File: src/csp_pkg.sv
// constants, register map and field layout of the chiller serial slave port
// assumes a single 100 MHz clock and a firmware master on the plain register port
//
// Operation
// - half duplex; receive ignored while answering
// - 7 data bits, LSB first, even parity, 1 stop
// - speed 9600 or 19200, default 19200
// - station address 1 to 99, default 1
// - other station address gets no response
// - reads always; writes only in serial control mode
// - write acknowledged only after action completes
// - set temperature kept in nonvolatile memory
// - nonvolatile copy rewritten only on change
// - mode local, contact or serial; default local
// - protocol register or simple; default register
// - line standard RS-485 or RS-232C; default RS-485
// - 120 ohm termination switchable, default off
// - address and speed blanked outside register protocol
// - serial mode refused with protocol two conflicts
// - responder only, never initiates a transmission
// - colon discards buffered characters, starts new message
// - answer only colon-framed, CR LF terminated requests
`default_nettype none
package csp_pkg;
  localparam int CLK_HZ     = 100_000_000;
  localparam int BAUD_FAST  = 19200;
  localparam int BAUD_SLOW  = 9600;
  localparam int DIV_FAST   = CLK_HZ / BAUD_FAST;
  localparam int DIV_SLOW   = CLK_HZ / BAUD_SLOW;
  localparam int FRAME_BITS = 10;

  localparam logic [3:0] REG_CONFIG   = 4'h0;
  localparam logic [3:0] REG_STATUS   = 4'h1;
  localparam logic [3:0] REG_RX_DATA  = 4'h2;
  localparam logic [3:0] REG_INDEX    = 4'h3;
  localparam logic [3:0] REG_TX_DATA  = 4'h4;
  localparam logic [3:0] REG_TX_START = 4'h5;
  localparam logic [3:0] REG_SET_TEMP = 4'h6;

  localparam int CFG_MODE_LSB   = 0;
  localparam int CFG_PROTO_LSB  = 2;
  localparam int CFG_STD_BIT    = 4;
  localparam int CFG_TERM_BIT   = 5;
  localparam int CFG_FAST_BIT   = 6;
  localparam int CFG_EXTSW_BIT  = 7;
  localparam int CFG_REMOTE_BIT = 8;
  localparam int CFG_ADDR_LSB   = 16;

  localparam int ST_READY_BIT  = 0;
  localparam int ST_WRITE_BIT  = 1;
  localparam int ST_ALLOW_BIT  = 2;
  localparam int ST_TXACT_BIT  = 3;
  localparam int ST_NVM_BIT    = 4;
  localparam int ST_LEN_LSB    = 8;

  localparam logic [1:0] LOCAL_PANEL_MODE         = 2'h0;
  localparam logic [1:0] CONTACT_IO_MODE          = 2'h1;
  localparam logic [1:0] SERIAL_CONTROL_MODE      = 2'h2;
  localparam logic [1:0] REGISTER_PROTOCOL_CHOICE = 2'h0;
  localparam logic [1:0] SIMPLE_PROTOCOL_ONE      = 2'h1;
  localparam logic [1:0] SIMPLE_PROTOCOL_TWO      = 2'h2;

  localparam logic [1:0]  MODE_RST  = LOCAL_PANEL_MODE;
  localparam logic [1:0]  PROTO_RST = REGISTER_PROTOCOL_CHOICE;
  localparam logic        STD_RST   = 1'b0;
  localparam logic        TERM_RST  = 1'b0;
  localparam logic        FAST_RST  = 1'b1;
  localparam logic [6:0]  ADDR_RST  = 7'h01;
  localparam logic [6:0]  ADDR_MIN  = 7'h01;
  localparam logic [6:0]  ADDR_MAX  = 7'h63;
  localparam logic [15:0] TEMP_RST  = 16'h0000;

  localparam logic [6:0] CH_COLON = 7'h3A;
  localparam logic [6:0] CH_CR    = 7'h0D;
  localparam logic [6:0] CH_LF    = 7'h0A;
  localparam logic [6:0] CH_0     = 7'h30;
  localparam logic [6:0] CH_9     = 7'h39;
  localparam logic [6:0] CH_A     = 7'h41;
  localparam logic [6:0] CH_F     = 7'h46;

  localparam logic [7:0] FUNC_WR_ONE   = 8'h06;
  localparam logic [7:0] FUNC_WR_MANY  = 8'h10;
  localparam int         MIN_MSG_CHARS = 6;
endpackage
`default_nettype wire

File: src/csp_port.sv
// serial slave port: request framing, station match, response sender, settings
// assumes firmware on the register port interprets requests and builds answers
//
// Local design decisions: the address map and the plain strobed port.
`default_nettype none
module csp_port
  import csp_pkg::*;
#(
  parameter int BIT_DIV_FAST = DIV_FAST,
  parameter int BIT_DIV_SLOW = DIV_SLOW,
  parameter int BUF_DEPTH    = 64,
  parameter int DIV_W        = 16
) (
  input  wire logic        clk,
  input  wire logic        rstn,
  input  wire logic [3:0]  reg_addr,
  input  wire logic [31:0] reg_wdata,
  input  wire logic        reg_wr,
  input  wire logic        reg_rd,
  output var  logic [31:0] reg_rdata,
  input  wire logic        rxd,
  output var  logic        txd,
  output var  logic        tx_oe_n,
  output var  logic        line_rs232_sel,
  output var  logic        term_on,
  output var  logic        nvm_wr,
  output var  logic [15:0] nvm_wdata,
  input  wire logic        nvm_busy,
  input  wire logic [15:0] nvm_rdata
);
  localparam int AW = $clog2(BUF_DEPTH);

  if (BUF_DEPTH < 8 || BUF_DEPTH > 256 || BIT_DIV_SLOW >= (1 << DIV_W) || BIT_DIV_FAST < 4) begin : g_chk
    $error("csp_port: parameter out of range");
  end

  typedef enum {RX_HUNT, RX_BODY, RX_WAIT_LF} csp_rx_t;
  typedef enum {TX_IDLE, TX_HOLD, TX_COLON, TX_BODY, TX_CR, TX_LF, TX_DRAIN} csp_tx_t;

  logic [6:0]       rx_buf [BUF_DEPTH];
  logic [6:0]       tx_buf [BUF_DEPTH];
  logic             rxd_meta_reg;
  logic             rxd_sync_reg;
  logic [1:0]       mode_reg;
  logic [1:0]       proto_reg;
  logic             std_reg;
  logic             fast_reg;
  logic             extsw_reg;
  logic             remote_reg;
  logic [6:0]       addr_reg;
  csp_rx_t          rx_state_reg;
  logic [AW:0]      rx_len_reg;
  logic [3:0]       hi_nib_reg;
  logic             half_reg;
  logic             bad_reg;
  logic [7:0]       lrc_reg;
  logic             ready_reg;
  logic             is_write_reg;
  logic [AW:0]      msg_len_reg;
  logic [AW-1:0]    index_reg;
  csp_tx_t          tx_state_reg;
  logic [AW:0]      resp_len_reg;
  logic [AW:0]      tx_pos_reg;
  logic             tx_go_reg;
  logic [6:0]       tx_char_reg;
  logic [15:0]      temp_reg;
  logic             nvm_pend_reg;
  logic             boot_reg;
  logic [DIV_W-1:0] bit_div;
  logic             u_valid;
  logic             u_err;
  logic [6:0]       u_data;
  logic             u_busy;
  logic             rx_en;
  logic [4:0]       hx;
  logic [4:0]       f_hi;
  logic [4:0]       f_lo;
  logic [7:0]       station;
  logic             digits_ok;
  logic             accept;
  logic             start_ok;
  logic             tx_free;

  function automatic logic [4:0] hex_val(input logic [6:0] c);
    if (c >= CH_0 && c <= CH_9) begin
      return {1'b1, c[3:0]};
    end else if (c >= CH_A && c <= CH_F) begin
      return {1'b1, c[3:0] + 4'h9};
    end
    return 5'h00;
  endfunction

  ////////////////////////////////////////////////////////////////////////////
  // line input synchroniser
  always_ff @(posedge clk or negedge rstn) begin
    if (!rstn) begin
      rxd_meta_reg <= 1'b1;
      rxd_sync_reg <= 1'b1;
    end else begin
      rxd_meta_reg <= rxd;
      rxd_sync_reg <= rxd_meta_reg;
    end
  end

  assign bit_div = fast_reg ? DIV_W'(BIT_DIV_FAST) : DIV_W'(BIT_DIV_SLOW);
  // receiver deaf while an answer is pending or on the line
  assign rx_en   = (tx_state_reg == TX_IDLE);

  csp_uart #(.DIV_W(DIV_W)) u_uart (
    .clk      (clk),
    .rstn     (rstn),
    .bit_div  (bit_div),
    .rxd      (rxd_sync_reg),
    .rx_en    (rx_en),
    .rx_valid (u_valid),
    .rx_err   (u_err),
    .rx_data  (u_data),
    .tx_start (tx_go_reg),
    .tx_data  (tx_char_reg),
    .tx_busy  (u_busy),
    .txd      (txd)
  );

  ////////////////////////////////////////////////////////////////////////////
  // request framing and acceptance
  assign hx        = hex_val(u_data);
  assign f_hi      = hex_val(rx_buf[2]);
  assign f_lo      = hex_val(rx_buf[3]);
  assign digits_ok = rx_buf[0] >= CH_0 && rx_buf[0] <= CH_9 && rx_buf[1] >= CH_0 && rx_buf[1] <= CH_9;
  assign station   = ({4'h0, rx_buf[0][3:0]} << 3) + ({4'h0, rx_buf[0][3:0]} << 1) + {4'h0, rx_buf[1][3:0]};
  assign accept    = !bad_reg && !half_reg && lrc_reg == 8'h00 && digits_ok
                     && rx_len_reg >= (AW + 1)'(MIN_MSG_CHARS)
                     && station == {1'b0, addr_reg};
  assign start_ok  = reg_wr && reg_addr == REG_TX_START && ready_reg;

  always_ff @(posedge clk or negedge rstn) begin
    if (!rstn) begin
      rx_state_reg <= RX_HUNT;
      rx_len_reg   <= '0;
      hi_nib_reg   <= 4'h0;
      half_reg     <= 1'b0;
      bad_reg      <= 1'b0;
      lrc_reg      <= 8'h00;
    end else if (u_err) begin
      bad_reg <= 1'b1;
    end else if (u_valid) begin
      if (u_data == CH_COLON) begin
        rx_state_reg <= RX_BODY;
        rx_len_reg   <= '0;
        half_reg     <= 1'b0;
        bad_reg      <= 1'b0;
        lrc_reg      <= 8'h00;
      end else begin
        unique case (rx_state_reg)
          RX_HUNT: begin
          end
          RX_BODY: begin
            if (u_data == CH_CR) begin
              rx_state_reg <= RX_WAIT_LF;
            end else if (!hx[4] || rx_len_reg == (AW + 1)'(BUF_DEPTH)) begin
              bad_reg <= 1'b1;
            end else begin
              rx_buf[rx_len_reg[AW-1:0]] <= u_data;
              rx_len_reg <= rx_len_reg + 1'b1;
              half_reg   <= !half_reg;
              hi_nib_reg <= hx[3:0];
              if (half_reg) begin
                lrc_reg <= lrc_reg + {hi_nib_reg, hx[3:0]};
              end
            end
          end
          RX_WAIT_LF: begin
            rx_state_reg <= RX_HUNT;
          end
        endcase
      end
    end
  end

  // pending request flag: a new accepted message wins over the clear by TX_START
  always_ff @(posedge clk or negedge rstn) begin
    if (!rstn) begin
      ready_reg    <= 1'b0;
      is_write_reg <= 1'b0;
      msg_len_reg  <= '0;
    end else if (u_valid && rx_state_reg == RX_WAIT_LF && u_data == CH_LF && accept) begin
      ready_reg    <= 1'b1;
      is_write_reg <= {f_hi[3:0], f_lo[3:0]} == FUNC_WR_ONE || {f_hi[3:0], f_lo[3:0]} == FUNC_WR_MANY;
      msg_len_reg  <= rx_len_reg;
    end else if ((u_valid && u_data == CH_COLON) || start_ok) begin
      ready_reg    <= 1'b0;
      is_write_reg <= 1'b0;
    end
  end

  ////////////////////////////////////////////////////////////////////////////
  // response sender
  assign tx_free = !u_busy && !tx_go_reg;

  always_ff @(posedge clk or negedge rstn) begin
    if (!rstn) begin
      tx_state_reg <= TX_IDLE;
      resp_len_reg <= '0;
      tx_pos_reg   <= '0;
      tx_go_reg    <= 1'b0;
      tx_char_reg  <= 7'h00;
      tx_oe_n      <= 1'b1;
    end else begin
      tx_go_reg <= 1'b0;
      unique case (tx_state_reg)
        TX_IDLE: begin
          if (start_ok) begin
            tx_state_reg <= TX_HOLD;
            resp_len_reg <= (reg_wdata[AW:0] > (AW + 1)'(BUF_DEPTH)) ? (AW + 1)'(BUF_DEPTH) : reg_wdata[AW:0];
          end
        end
        TX_HOLD: begin
          if (!nvm_pend_reg && !nvm_wr) begin
            tx_state_reg <= TX_COLON;
            tx_oe_n      <= 1'b0;
            tx_pos_reg   <= '0;
          end
        end
        TX_COLON: begin
          if (tx_free) begin
            tx_go_reg    <= 1'b1;
            tx_char_reg  <= CH_COLON;
            tx_state_reg <= TX_BODY;
          end
        end
        TX_BODY: begin
          if (tx_pos_reg == resp_len_reg) begin
            tx_state_reg <= TX_CR;
          end else if (tx_free) begin
            tx_go_reg   <= 1'b1;
            tx_char_reg <= tx_buf[tx_pos_reg[AW-1:0]];
            tx_pos_reg  <= tx_pos_reg + 1'b1;
          end
        end
        TX_CR: begin
          if (tx_free) begin
            tx_go_reg    <= 1'b1;
            tx_char_reg  <= CH_CR;
            tx_state_reg <= TX_LF;
          end
        end
        TX_LF: begin
          if (tx_free) begin
            tx_go_reg    <= 1'b1;
            tx_char_reg  <= CH_LF;
            tx_state_reg <= TX_DRAIN;
          end
        end
        TX_DRAIN: begin
          if (tx_free) begin
            tx_state_reg <= TX_IDLE;
            tx_oe_n      <= 1'b1;
          end
        end
      endcase
    end
  end

  ////////////////////////////////////////////////////////////////////////////
  // settings
  always_ff @(posedge clk or negedge rstn) begin
    if (!rstn) begin
      mode_reg       <= MODE_RST;
      proto_reg      <= PROTO_RST;
      std_reg        <= STD_RST;
      term_on        <= TERM_RST;
      fast_reg       <= FAST_RST;
      addr_reg       <= ADDR_RST;
      extsw_reg      <= 1'b0;
      remote_reg     <= 1'b0;
      line_rs232_sel <= STD_RST;
    end else if (reg_wr && reg_addr == REG_CONFIG) begin
      if (reg_wdata[CFG_PROTO_LSB +: 2] <= SIMPLE_PROTOCOL_TWO) begin
        proto_reg <= reg_wdata[CFG_PROTO_LSB +: 2];
      end
      std_reg        <= reg_wdata[CFG_STD_BIT];
      line_rs232_sel <= reg_wdata[CFG_STD_BIT];
      term_on        <= reg_wdata[CFG_TERM_BIT];
      extsw_reg      <= reg_wdata[CFG_EXTSW_BIT];
      remote_reg     <= reg_wdata[CFG_REMOTE_BIT];
      if (reg_wdata[CFG_MODE_LSB +: 2] <= SERIAL_CONTROL_MODE
          && !(reg_wdata[CFG_MODE_LSB +: 2] == SERIAL_CONTROL_MODE
               && reg_wdata[CFG_PROTO_LSB +: 2] == SIMPLE_PROTOCOL_TWO
               && (reg_wdata[CFG_EXTSW_BIT] || reg_wdata[CFG_REMOTE_BIT]))) begin
        mode_reg <= reg_wdata[CFG_MODE_LSB +: 2];
      end
      if (reg_wdata[CFG_PROTO_LSB +: 2] == REGISTER_PROTOCOL_CHOICE) begin
        fast_reg <= reg_wdata[CFG_FAST_BIT];
        if (reg_wdata[CFG_ADDR_LSB +: 7] >= ADDR_MIN && reg_wdata[CFG_ADDR_LSB +: 7] <= ADDR_MAX) begin
          addr_reg <= reg_wdata[CFG_ADDR_LSB +: 7];
        end
      end
    end
  end

  ////////////////////////////////////////////////////////////////////////////
  // set temperature and its nonvolatile copy
  always_ff @(posedge clk or negedge rstn) begin
    if (!rstn) begin
      temp_reg     <= TEMP_RST;
      boot_reg     <= 1'b0;
      nvm_wr       <= 1'b0;
      nvm_wdata    <= TEMP_RST;
      nvm_pend_reg <= 1'b0;
    end else begin
      nvm_wr <= 1'b0;
      if (!boot_reg) begin
        boot_reg <= 1'b1;
        temp_reg <= nvm_rdata;
      end else if (reg_wr && reg_addr == REG_SET_TEMP && ready_reg && is_write_reg
                   && mode_reg == SERIAL_CONTROL_MODE) begin
        if (reg_wdata[15:0] != temp_reg) begin
          temp_reg     <= reg_wdata[15:0];
          nvm_wr       <= 1'b1;
          nvm_wdata    <= reg_wdata[15:0];
          nvm_pend_reg <= 1'b1;
        end
      end else if (!nvm_wr && !nvm_busy) begin
        nvm_pend_reg <= 1'b0;
      end
    end
  end

  ////////////////////////////////////////////////////////////////////////////
  // register port: buffer index, transmit buffer, read data
  always_ff @(posedge clk or negedge rstn) begin
    if (!rstn) begin
      index_reg <= '0;
    end else if (reg_wr && reg_addr == REG_INDEX) begin
      index_reg <= reg_wdata[AW-1:0];
    end else if ((reg_wr && reg_addr == REG_TX_DATA) || (reg_rd && reg_addr == REG_RX_DATA)) begin
      index_reg <= index_reg + 1'b1;
    end
  end

  always_ff @(posedge clk) begin
    if (reg_wr && reg_addr == REG_TX_DATA) begin
      tx_buf[index_reg] <= reg_wdata[6:0];
    end
  end

  always_ff @(posedge clk or negedge rstn) begin
    if (!rstn) begin
      reg_rdata <= 32'h0000_0000;
    end else begin
      reg_rdata <= 32'h0000_0000;
      if (reg_rd) begin
        unique case (reg_addr)
          REG_CONFIG: begin
            reg_rdata[CFG_MODE_LSB +: 2]  <= mode_reg;
            reg_rdata[CFG_PROTO_LSB +: 2] <= proto_reg;
            reg_rdata[CFG_STD_BIT]        <= std_reg;
            reg_rdata[CFG_TERM_BIT]       <= term_on;
            reg_rdata[CFG_EXTSW_BIT]      <= extsw_reg;
            reg_rdata[CFG_REMOTE_BIT]     <= remote_reg;
            if (proto_reg == REGISTER_PROTOCOL_CHOICE) begin
              reg_rdata[CFG_FAST_BIT]       <= fast_reg;
              reg_rdata[CFG_ADDR_LSB +: 7]  <= addr_reg;
            end
          end
          REG_STATUS: begin
            reg_rdata[ST_READY_BIT]           <= ready_reg;
            reg_rdata[ST_WRITE_BIT]           <= is_write_reg;
            reg_rdata[ST_ALLOW_BIT]           <= mode_reg == SERIAL_CONTROL_MODE;
            reg_rdata[ST_TXACT_BIT]           <= tx_state_reg != TX_IDLE;
            reg_rdata[ST_NVM_BIT]             <= nvm_pend_reg;
            reg_rdata[ST_LEN_LSB +: (AW + 1)] <= msg_len_reg;
          end
          REG_RX_DATA:  reg_rdata[6:0]      <= rx_buf[index_reg];
          REG_INDEX:    reg_rdata[AW-1:0]   <= index_reg;
          REG_SET_TEMP: reg_rdata[15:0]     <= temp_reg;
          default:      reg_rdata           <= 32'h0000_0000;
        endcase
      end
    end
  end
endmodule
`default_nettype wire

File: src/csp_uart.sv
// character engine: one asynchronous receiver and one transmitter
// assumes rxd is already synchronised and bit_div is a bit period in clk cycles
`default_nettype none
module csp_uart
  import csp_pkg::*;
#(
  parameter int DIV_W = 16
) (
  input  wire logic             clk,
  input  wire logic             rstn,
  input  wire logic [DIV_W-1:0] bit_div,
  input  wire logic             rxd,
  input  wire logic             rx_en,
  output var  logic             rx_valid,
  output var  logic             rx_err,
  output var  logic [6:0]       rx_data,
  input  wire logic             tx_start,
  input  wire logic [6:0]       tx_data,
  output var  logic             tx_busy,
  output var  logic             txd
);
  logic [DIV_W-1:0] rx_cnt_reg;
  logic [3:0]       rx_bit_reg;
  logic             rx_act_reg;
  logic [7:0]       rx_sh_reg;
  logic [DIV_W-1:0] tx_cnt_reg;
  logic [3:0]       tx_bit_reg;
  logic [9:0]       tx_sh_reg;

  ////////////////////////////////////////////////////////////////////////////
  // receiver: start bit checked at mid-bit so a short glitch is dropped
  always_ff @(posedge clk or negedge rstn) begin
    if (!rstn) begin
      rx_cnt_reg <= '0;
      rx_bit_reg <= 4'h0;
      rx_act_reg <= 1'b0;
      rx_sh_reg  <= 8'h00;
      rx_valid   <= 1'b0;
      rx_err     <= 1'b0;
      rx_data    <= 7'h00;
    end else begin
      rx_valid <= 1'b0;
      rx_err   <= 1'b0;
      if (!rx_act_reg) begin
        if (rx_en && !rxd) begin
          rx_act_reg <= 1'b1;
          rx_cnt_reg <= bit_div >> 1;
          rx_bit_reg <= 4'h0;
        end
      end else if (rx_cnt_reg != '0) begin
        rx_cnt_reg <= rx_cnt_reg - 1'b1;
      end else begin
        rx_cnt_reg <= bit_div - 1'b1;
        rx_bit_reg <= rx_bit_reg + 4'h1;
        if (rx_bit_reg == 4'h0) begin
          if (rxd) begin
            rx_act_reg <= 1'b0;
          end
        end else if (rx_bit_reg < 4'(FRAME_BITS - 1)) begin
          rx_sh_reg <= {rxd, rx_sh_reg[7:1]};
        end else begin
          rx_act_reg <= 1'b0;
          rx_data    <= rx_sh_reg[6:0];
          if (!rxd || ^rx_sh_reg) begin
            rx_err <= 1'b1;
          end else begin
            rx_valid <= 1'b1;
          end
        end
      end
    end
  end

  ////////////////////////////////////////////////////////////////////////////
  // transmitter: start, 7 data, even parity, stop, one full stop period kept
  always_ff @(posedge clk or negedge rstn) begin
    if (!rstn) begin
      tx_cnt_reg <= '0;
      tx_bit_reg <= 4'h0;
      tx_sh_reg  <= 10'h3FF;
      tx_busy    <= 1'b0;
      txd        <= 1'b1;
    end else if (!tx_busy) begin
      txd <= 1'b1;
      if (tx_start) begin
        tx_sh_reg  <= {1'b1, ^tx_data, tx_data, 1'b0};
        tx_busy    <= 1'b1;
        tx_cnt_reg <= '0;
        tx_bit_reg <= 4'h0;
      end
    end else if (tx_cnt_reg != '0) begin
      tx_cnt_reg <= tx_cnt_reg - 1'b1;
    end else begin
      txd        <= tx_sh_reg[0];
      tx_sh_reg  <= {1'b1, tx_sh_reg[9:1]};
      tx_cnt_reg <= bit_div - 1'b1;
      if (tx_bit_reg == 4'(FRAME_BITS)) begin
        tx_busy <= 1'b0;
      end else begin
        tx_bit_reg <= tx_bit_reg + 4'h1;
      end
    end
  end
endmodule
`default_nettype wire
File: config.mk
export PLATFORM = sky130hd
export DESIGN_NAME = csp_port
export DESIGN_NICKNAME = d
export VERILOG_FILES = /design/src/csp_pkg.sv /design/src/csp_port.sv /design/src/csp_uart.sv
export SDC_FILE = /design/constraint.sdc
export NUM_CORES = 1
export LEC_CHECK = 0
export BUFFER_PORTS_ARGS = -buffer_cell sky130_fd_sc_hd__buf_2
export CORE_ASPECT_RATIO = 2
export CORE_UTILIZATION = 50
export CTS_CLUSTER_DIAMETER = 80
export DETAILED_ROUTE_END_ITERATION = 12
export PLACE_DENSITY_LB_ADDON = 0.08
export REMOVE_ABC_BUFFERS = 1
export SLEW_MARGIN = 20
export SYNTH_ARGS = -nofsm -noshare
export SYNTH_HDL_FRONTEND = slang
export SYNTH_SLANG_ARGS = --single-unit
File: constraint.sdc
create_clock -name clk -period 3.6 [get_ports clk]
set_input_delay 0.36 -clock clk [delete_from_list [all_inputs] [get_ports clk]]
set_output_delay 0.36 -clock clk [all_outputs]
set_load 0.1 [all_outputs]
* Word-level counts from Yosys, hierarchy flattened
Memories as Yosys holds them, arrays and structs flattened.
Cells that the tools add are included.
** Cells by class
- $add $sub $neg :: 14
- Order comparisons :: 23
- Eq/ne operators :: 47
- Muxes and demuxes :: 135
- Bitwise gates (word level) :: 7
- Reduce and logical (&&, ||, !) cells :: 102
** Operators with widths (count)
- 2-to-1 mux 32 bit :: 9
- case mux 32 bit (7 select lines) :: 1
- 2-to-1 mux 16 bit :: 9
- equality test 32 x 3 -> 1 bit, second input constant :: 4
- 2-to-1 mux 7 bit :: 15
- equality test 32 x 2 -> 1 bit, second input constant :: 3
- equality test 32 x 1 -> 1 bit, second input constant :: 2
- zero test 32 bit :: 2
- case mux 32 bit (2 select lines) :: 1
- 2-to-1 mux 1 bit :: 62
- 2-to-1 mux 4 bit :: 13
- 2-to-1 mux 8 bit :: 5
- logical AND 1 bit :: 37
- >= comparator 7 x 6 -> 1 bit, second input constant :: 5
- less-or-equal comparator 7 x 6 -> 1 bit, second input constant :: 5
- nonzero test 16 bit :: 2
- nonzero test 32 bit :: 1
- subtractor 16 x 1 -> 16 bit, second input constant :: 2
- 2-to-1 mux 10 bit :: 3
- less-or-equal comparator 7 bit, second input constant :: 4
- case mux 7 bit (4 select lines) :: 1
- case mux 5 bit (5 select lines) :: 1
- != test 2 bit, second input constant :: 12
- 2-to-1 mux 23 bit :: 1
- 56 further kinds :: 128
** Word-level totals
- Register bits after elaboration :: 269
- RAM bits :: 896
- Input port bits :: 58
- Output and inout port bits :: 53
- Logic and storage cells :: 374
- Memories :: 2
** Memories
- rx_buf :: depth 64, width 7, rd ports 5, clocked after memory_dff 0, write ports 1, RTL line csp_port.sv:40 : logic [6:0] rx_buf [BUF_DEPTH];
- tx_buf :: depth 64, width 7, rd ports 1, clocked after memory_dff 0, write ports 1, RTL line csp_port.sv:41 : logic [6:0] tx_buf [BUF_DEPTH];

* Logic depth before layout (Yosys ltp)
Gate-level depths: netlist of the first run.
- Word-level depth :: 15
- Mapped depth :: 15
- Gate-level depth less buffers :: 15

* Modules after synthesis
A second synthesis of the first run with hierarchy kept.
** Unflattened totals
- Cell total of the unflattened synthesis :: 3057
- Area total of the unflattened synthesis :: 47274.1 um^2
** Modules (own cells, without submodules)
- csp_port :: times used 1, cells each 2577, area each 42971.2 um^2, sequential area each 30415.4 um^2
- csp_uart :: times used 1, cells each 480, area each 4302.9 um^2, sequential area each 1739.2 um^2

* Worst setup path after synthesis of the first run
No wires, ideal clock.
- Kind :: register to register
- Start :: register u_uart.rx_data[1]
- End :: register lrc_reg[6]
- Library setup time :: 0.122 ns
- Data arrival time :: 3.644 ns
- Required time :: 3.478 ns
- Slack :: -0.166 ns
- Stages on the path, launching flop included :: 16
- Buffers on the path :: 0
- Clock period less this slack :: 3.766 ns
- Cell sequence :: dfrtp_1 > inv_1 > ha_1 > o21ba_2 > o21ai_0 > and2_1 > nand2_1 > o31ai_1 > ha_1 > fa_1 > a21oi_1 > o21bai_1 > a21o_1 > a21oi_1 > xor2_1 > o2bb2ai_1
** On the way
- Cells in the longest elaborated chain, start to end :: 11
- Elaborated cells between the ends (all ways) :: 27
- Those cells by class :: add/sub (2); order compare (4); eq/ne (4); mux (10); reduce/logical (7)
** RTL lines
- start: declaration :: RTL line csp_uart.sv:16 : output var logic [6:0] rx_data,
- start signal: assignment :: RTL line csp_uart.sv:63 : rx_data <= rx_sh_reg[6:0];
- >= comparator 7 bit or less-or-equal comparator 7 bit (tied branches) :: RTL line csp_port.sv:87 : end else if (c >= CH_A && c <= CH_F) begin
- logical AND 1 bit :: RTL line csp_port.sv:87
- 2-to-1 mux 1 bit :: RTL line csp_port.sv:87
- 2-to-1 mux 1 bit :: RTL line csp_port.sv:85 : if (c >= CH_0 && c <= CH_9) begin
- 2-to-1 mux 5 bit * :: RTL line csp_port.sv:90 : return 5'h00;
- via hx[0] :: RTL line csp_port.sv:75 : logic [4:0] hx;
- adder 8 bit * :: RTL line csp_port.sv:168 : lrc_reg <= lrc_reg + {hi_nib_reg, hx[3:0]};
- 2-to-1 mux 8 bit * :: RTL line csp_port.sv:167 : if (half_reg) begin
- 2-to-1 mux 8 bit * :: RTL line csp_port.sv:160 : end else if (!hx[4] || rx_len_reg == (AW + 1)'(BUF_DEPTH)) begin
- 2-to-1 mux 8 bit * :: RTL line csp_port.sv:158 : if (u_data == CH_CR) begin
- 2-to-1 mux 8 bit * :: RTL line csp_port.sv:154 : unique case (rx_state_reg)
- 2-to-1 mux 8 bit * :: RTL line csp_port.sv:147 : if (u_data == CH_COLON) begin
- end signal: assignment :: RTL line csp_port.sv:168
- end: declaration :: RTL line csp_port.sv:56 : logic [7:0] lrc_reg;
The timed path passes the listed nets; every way through them passes the cells marked *. The select of a mux whose other input is x is not followed.
A chain may end at the register's enable or synchronous reset.

* Worst setup path after layout of the first run
- Start :: register u_uart.rx_data[3]
- End :: register lrc_reg[7]
Same word-level chain as after synthesis.

==> metrics.md, run 1 <==
| Metric | Value |
|---|---|
| FMAX | 295 MHz |
| CTS tree | built |
| Setup crit start kind | flip-flop |
| Required time of the critical path | 4250 ps |
| Commonest non-fill, non-tap cell in the layout | edfxtp_1 |
| Peak VDD IR | 470 uV |
| GPL Wtd Cong | 0.935 |
| EDFF count, synth | 896 |
| Worst flop-to-flop path endpoint | lrc_reg[7] |
| Mux share of post-synthesis cell area | 0.125 |
| WL/cell | 29.2 um |
| Drt via density | 6.11 |
| Pre-antenna DRT Iters | 6 |
| Adder-cell share of the synthesized area | 0.0110 |
| CP Depth | 12 |
| Crit path cell chain | buf_4, o21ai_0, and2_1, a22o_1, ha_1, a21o_1, a211oi_1, o21ai_0, o211ai_1, xnor2_1, mux2i_1, a21o_1 |
| Synth Register Bits | 1105 |
| Netlist Area Pre-Place | 0.0463 sq mm |
| GRT Overall Usage | 0.288 |
| Cts repair resizes | 0 |
| Layout cells sized above 1 | 0.245 |
| Area delta synth->final | 15.2% |
| Reg2Reg Depth | 12 |
| Post-Layout Inst Area | 0.0534 sq mm |
| Crit path max-delay cell type | buf_4 |
| CTS Buf Count | 95 |
| Hold_ws | 53.7 ps |
| Max cap viols | 0 |
| Buf+Inv Stages, Crit Path | 1 |
| Final wirelength | 132000 um |
| Final Hold Fails | 0 |
| Initial DRC count | 2361 |
| Clock root buffer | clkbuf_16 |
| Post-synthesis simple-gate area fraction | 0.0673 |
| Cell Pwr Density | 519 mW/mm^2 |
| Status | finished, final reports clean |
| H-tree Lvls | 3 |
| Worst skew pair latency | 720 ps |
| IO Count | 111 |
| Die H | 432 um |
| Row count | 157 |
| Syn Area/Cell | 15.9 sq um |
| Crit path launch | u_uart.rx_data[3] |
| CP max FO | 68 |
| Largest registers | rx_buf x448, tx_buf x448, reg_rdata x23 |
| # hold bufs at CTS | 44 |
| DRT antenna net count | 0 |
| Via count | 27.6k |
| Final Critical Period | 3390 ps |
| Die Wd | 217 um |
| Skew final | 30.3 ps |
| Ys flop type | edfxtp_1 |
| Pin count of the biggest net entering global routing | 128 |
| Max-slew headroom | 0.356 |
| Leakage | 0.0200 uW |
| Clock Sink Count | 1105 |
| Post-CTS setup buffer count | 0 |
| Vias in the first global route | 28.8k |
| Critical Path AT | 4040 ps |
| Core area | 0.0917 sq mm |
| Library cells used by synthesis | 82 |
| Crit path to | lrc_reg[7] |
| Max clock buf depth | 3 |
| Main combinational cell family by area after synthesis | multiplexers |
| Clk pin slew, worst setup/hold paths | 70 ps |
| Total grt overflow | 0 |
| Critical Path Sink Type | flip-flop |
| Fin nets | 3335 |
| Syn Inst Count | 2920 |
| DP Area | 0.0496 sq mm |
| Worst hold-check path type | in -> reg |
| Period utilization | 0.941 |
| Hold path depth | 2 |
| Delay-heaviest family, CP | compound AO/OA/AOI/OAI gates |
| Post-synthesis compound-gate area fraction | 0.0700 |
| I/O Buffers | 92 |
| Remaining DRCs | 0 |
| Initial antenna violation count | 5 |
| First-pass GRT wire length | 193000 um |
| Post-synth ARST share | 0.189 |
| CP max stage delay | 580 ps |
| Worst R2R Start | u_uart.rx_data[3] |
| Finish-stage setup viols | 0 |
| Worst-margin pin slew | 966 ps |
| Most frequent cells in the layout | edfxtp_1, nor2_1, buf_4, mux4_2, dfrtp_1 |
| Max Slew Vio Count | 0 |
| RSZ-0062 raised after global routing | false |
| Worst setup path class | reg -> reg |
| Yosys Warn Count | 0 |
| Sequential fraction of the synthesis area | 0.694 |
| R2R Setup Slk | 210 ps |
| DIE AREA | 0.0939 sq mm |
| Final HPWL DP | 93000 um |
| XOR/XNOR Fraction of Synth Area | 0.0127 |
| Starting Density | 0.505 |
[metal layers]
layer / wire length (um) / up-vias / GRT usage
met4: 8930 / 4 / 0.186
met3: 6520 / 324 / 0.0427
met1: 43600 / 14303 / 0.300
met2: 72900 / 945 / 0.535
met5: 23 / - / 0
li1: - / 12009 / -
[final cells by class]
| type | instances | area (sq um) |
|---|---|---|
| antenna | 3 | 7.51 |
| clock inverter | 63 | 704 |
| multi-input combinational | 1611 | 13300 |
| inverter | 50 | 188 |
| timing repair buffer | 375 | 2920 |
| tap | 1192 | 1490 |
| clock buffer | 117 | 2590 |
| sequential | 1105 | 32200 |
| fill | 7034 | 38400 |
[how the worst min path moves through the flow]
stage          slack (ps)            to    from
2_1_floorplan          60   addr_reg[1]    rstn
3_3_place_gp          240  nvm_wdata[0]    rstn
3_5_place_dp          250  nvm_wdata[0]    rstn
4_1_cts                 3  reg_rdata[7]  reg_rd
5_1_grt                40  reg_rdata[7]  reg_rd
6_report               50  reg_rdata[7]  reg_rd
[through the flow]
stage	std cells	total power [uW]	TNS, ps	setup slack [ps]	utilization
3_3_place_gp	4289	17000	0	286	0.541
2_1_floorplan	2766	15600	-717290	-2500	-
3_5_place_dp	4289	17000	0	232	0.541
4_1_cts	4513	27900	0	192	0.582
6_report	4516	27700	0	212	0.582
5_1_grt	4514	28400	0	33.9	0.582
[cell usage after synthesis, drive strengths merged (17+ instances only)]
cell	number	area, sq um
a22oi	28	210
nor4	22	153
and2	20	125
mux4	181	4080
a31oi	35	219
ha	36	450
a221oi	52	455
o22ai	28	175
dfrtp	194	4850
xor2	31	272
nand2	173	652
a22o	24	210
nand3	27	135
buf	84	427
nor2b	24	150
inv	49	184
mux2i	63	631
a21oi	96	480
clkbuf	78	293
or3	17	106
o21ai	125	626
nor3	44	236
mux2	96	1080
nor2	258	968
edfxtp	896	26900
xnor2	36	315
[report_power, final]
part / internal [uW] / switching [uW]
combinational: 889 / 1870
sequential: 13800 / 213
clock: 6150 / 4760
[cells by family after synthesis]
group,Yosys count
AOI/OAI and AO/OA,488
buffers and inverters,212
DFF,1105
xor gates and xnor gates,67
adders and majority gates,39
and+or+nand+nor,667
muxes,340
other,2
Power figures use the tool's default switching activity.
==> inputs of run 2 (changes only) <==
- ABC_AREA: default -> 1
- CORE_ASPECT_RATIO: 2 -> default
==> run 2 against run 1 <==
Effect of this change:
- combinational power up 100%
- total power up 13%
- final area up 2.3%
- count of clock-buffer cells in the layout up 26
- synthesized cell count up 59%
- sequential cell count unchanged
- largest power group unchanged
- highest routed layer is now met4
==> metrics.md, run 2 <==
| Metric | Value |
|---|---|
| Most frequent cells in the layout | nand2_1, edfxtp_1, nor2_1, o21ai_0, inv_1 |
| Final Hold Fails | 0 (unchanged) |
| H-tree Lvls | 3 (unchanged) |
| Die H | 312 um (-28%) |
| Clk pin slew, worst setup/hold paths | 60 ps (about the same) |
| Setup crit start kind | flip-flop |
| Pin count of the biggest net entering global routing | 93 (-27%) |
| Top cells by area, synth | edfxtp_1, nand2_1, dfrtp_1 |
| Ys flop type | edfxtp_1 |
| Layout cells sized above 1 | 0.102 (-0.143) |
| Starting Density | 0.505 (+0.000537) |
| Clock Sink Count | 1105 (unchanged) |
| CP max stage delay | 410 ps (-170 ps) |
| EDFF count, synth | 896 (unchanged) |
| Filler instances | 8083 (+15%) |
| Most frequent cells after synthesis | nand2_1, edfxtp_1, nor2_1 |
| First-pass GRT wire length | 193000 um (-0.22%) |
| Max Slew Vio Count | 0 (unchanged) |
| Reg2Reg Depth | 12 (unchanged) |
| Largest registers | rx_buf x448, tx_buf x448, reg_rdata x23 |
| Via count | 33.4k (+21%) |
| I/O Buffers | 92 (unchanged) |
| Multi-input gate area | 0.0139 sq mm (+4.8%) |
| Pre-CTS WS | 624 ps (+392 ps) |
| Fin nets | 4984 (+49%) |
| CP max FO | 37 (-46%) |
| Syn Inst Count | 4654 (+59%) |
| Final Core Density | 0.575 (-0.00689) |
| Crit path cell chain | buf_4, ha_1, nand2_1, nor2_2, nand2_2, nand3_1, nor3_2, buf_4, nand4_1, buf_4, nor2_1, buf_4 |
| Library cells used by synthesis | 50 (-39%) |
| Top cell type's share of synthesized area | 0.560 (-0.0206) |
| Initial antenna violation count | 6 (+1) |
| Total grt overflow | 0 (unchanged) |
| Yosys Warn Count | 0 (unchanged) |
| Worst R2R Start | u_uart.rx_data[1] |
| DIE AREA | 0.0973 sq mm (+3.6%) |
| Commonest non-fill, non-tap cell in the layout | nand2_1 |
| Hold Path Origin | reg_wdata[3] |
| Initial DRC count | 3168 (+34%) |
| Worst setup path class | reg -> reg |
| IO Count | 111 (unchanged) |
| GRT Overall Usage | 0.261 (-0.0271) |
| Remaining DRCs | 0 (unchanged) |
| Max clock buf depth | 3 (unchanged) |
| Reg area | 0.0322 sq mm (about the same) |
| Finish-stage setup viols | 0 (unchanged) |
| FMAX | 336 MHz (+14%) |
| Crit path max-delay cell type | dfrtp_2 |
| DRT antenna net count | 0 (unchanged) |
| Die Wd | 312 um (+44%) |
| Cell Pwr Density | 576 mW/mm^2 (+11%) |
| R2R Setup Slk | 630 ps (+410 ps) |
| Syn Area/Cell | 10.3 sq um (-35%) |
| Drt via density | 5.34 (-13%) |
| Row count | 113 (-28%) |
| Status | finished, final reports clean |
| Hold path depth | 1 (-1) |
| Top cell type by total area after synthesis | edfxtp_1 |
| Critical Path Sink Type | flip-flop |
| Peak VDD IR | 513 uV (+9.0%) |
| Critical Path Most Common Cell | buf_4 |
| Clock root buffer | clkbuf_16 |
| RSZ-0062 raised after global routing | false |
| Final wirelength | 128000 um (-3.3%) |
| Worst setup margin | 626 ps (+413 ps) |
| Period utilization | 0.826 (-0.115) |
| Pre-antenna DRT Iters | 6 (unchanged) |
| Critical Path AT | 3380 ps (-660 ps) |
| Leakage | 0.0227 uW (+14%) |
| Netlist Area Pre-Place | 0.0480 sq mm (+3.7%) |
| WL/cell | 20.4 um (-30%) |
| Worst hold path endpoint | tx_buf[56][3] |
| Final Critical Period | 2970 ps (-413 ps) |
| GPL Wtd Cong | 0.876 (-6.4%) |
| Skew final | 29.5 ps (-0.768 ps) |
| Final HPWL DP | 81200 um (-13%) |
| CTS tree | built |
| Max cap viols | 0 (unchanged) |
| Core area | 0.0950 sq mm (+3.6%) |
| Required time of the critical path | 4000 ps (-250 ps) |
| Sequential fraction of the synthesis area | 0.670 (-0.0246) |
| CTS Buf Count | 115 (+21%) |
| Vias in the first global route | 31.9k (+11%) |
| Synth Register Bits | 1105 (unchanged) |
| Max-slew headroom | 0.415 (+0.0589) |
| Worst flop-to-flop path endpoint | rx_buf[16][1] |
| Post-synth ARST share | 0.189 (unchanged) |
| Worst skew pair latency | 710 ps (about the same) |
| Area delta synth->final | 13.7% |
| Count leader, synth | nand2_1 |
| Worst hold-check path type | in -> reg |
| Worst-margin pin slew | 878 ps (-88.3 ps) |
-- run 2: changes by cell type after synthesis, moves of 93 or more --
cell and change:
nand2_1 +1439, mux4_2 -181, nor2_1 +195, nand3_1 +196
o21ai_0 +143, mux2_2 -93, inv_1 +190
-- run 2: cell type report --
type	count	share of cell area
Clock buffer	143	0.0557
Clock inverter	73	0.0112
Tap cell	1265	0.0290
Antenna cell	2	0.0000916
Inverter	260	0.0180
Multi-Input combinational cell	3099	0.255
Timing Repair Buffer	306	0.0420
Sequential cell	1105	0.589
-- run 2: logic make-up after synthesis --
| kind of cell | share of synthesized area |
|---|---|
| simple gates | 0.199 |
| mux | 0.000469 |
| compound gates | 0.0661 |
| flops | 0.670 |
| buf+inv | 0.0412 |
| other cells | 0.000156 |
| fa+ha+maj | 0.0106 |
| xor+xnor | 0.0130 |
-- run 2: critical path, delay by kind of cell, from the launching register on --
family,cells,cell delay (ps)
and+or+nand+nor,7,1130
buffers and inverters,4,890
adders and majority gates,1,230
DFF,1,410
-- run 2: metal layers --
metal	vias to the layer above	track usage	routed length, um
li1	16155	-	-
met1	16103	0.359	55500
met2	913	0.420	60100
met3	242	0.0363	6790
met4	0	0.106	5200
met5	-	0	0
-- run 2: how the worst max path moves through the flow --
| stage | start | end | slack (ps) | depth (start not counted) |
|---|---|---|---|---|
| after CTS | u_uart.rx_data[1] | rx_buf[16][1] | 610 | 12 |
| after floorplan | tx_pos_reg[0] | tx_pos_reg[0] | -4160 | 11 |
| final | u_uart.rx_data[1] | rx_buf[16][1] | 630 | 12 |
| after global routing | u_uart.rx_data[1] | lrc_reg[6] | 390 | 16 |
| after global placement | reg_addr[2] | tx_buf[4][4] | 610 | 7 |
| after detailed placement | reg_addr[2] | tx_buf[4][0] | 620 | 7 |
-- run 2: what timing repair did --
action,CTS,global route
endpoints found under the hold margin,73,0
buffers inserted,0,0
gates resized for setup,0,0
hold buffers,45,0
-- run 2: per-stage QoR --
step           power (uW)  area (sq um)  instances  setup TNS, ps  hold WS, ps
2_1_floorplan       17700         47000       4464        -985510         64.4
3_3_place_gp        20100         50500       5990              0          278
3_5_place_dp        20100         50500       5990              0          282
4_1_cts             31600         54600       6251              0         19.6
5_1_grt             32600         54600       6252              0         17.7
6_report            31400         54600       6253              0         64.1
-- run 2: report_power, final --
part / switching, uW / total [uW] / internal (uW)
combinational: 4170 / 5550 / 1380
sequential: 302 / 14300 / 14000
clock: 4940 / 11600 / 6620
total: 9410 / 31400 / 22000
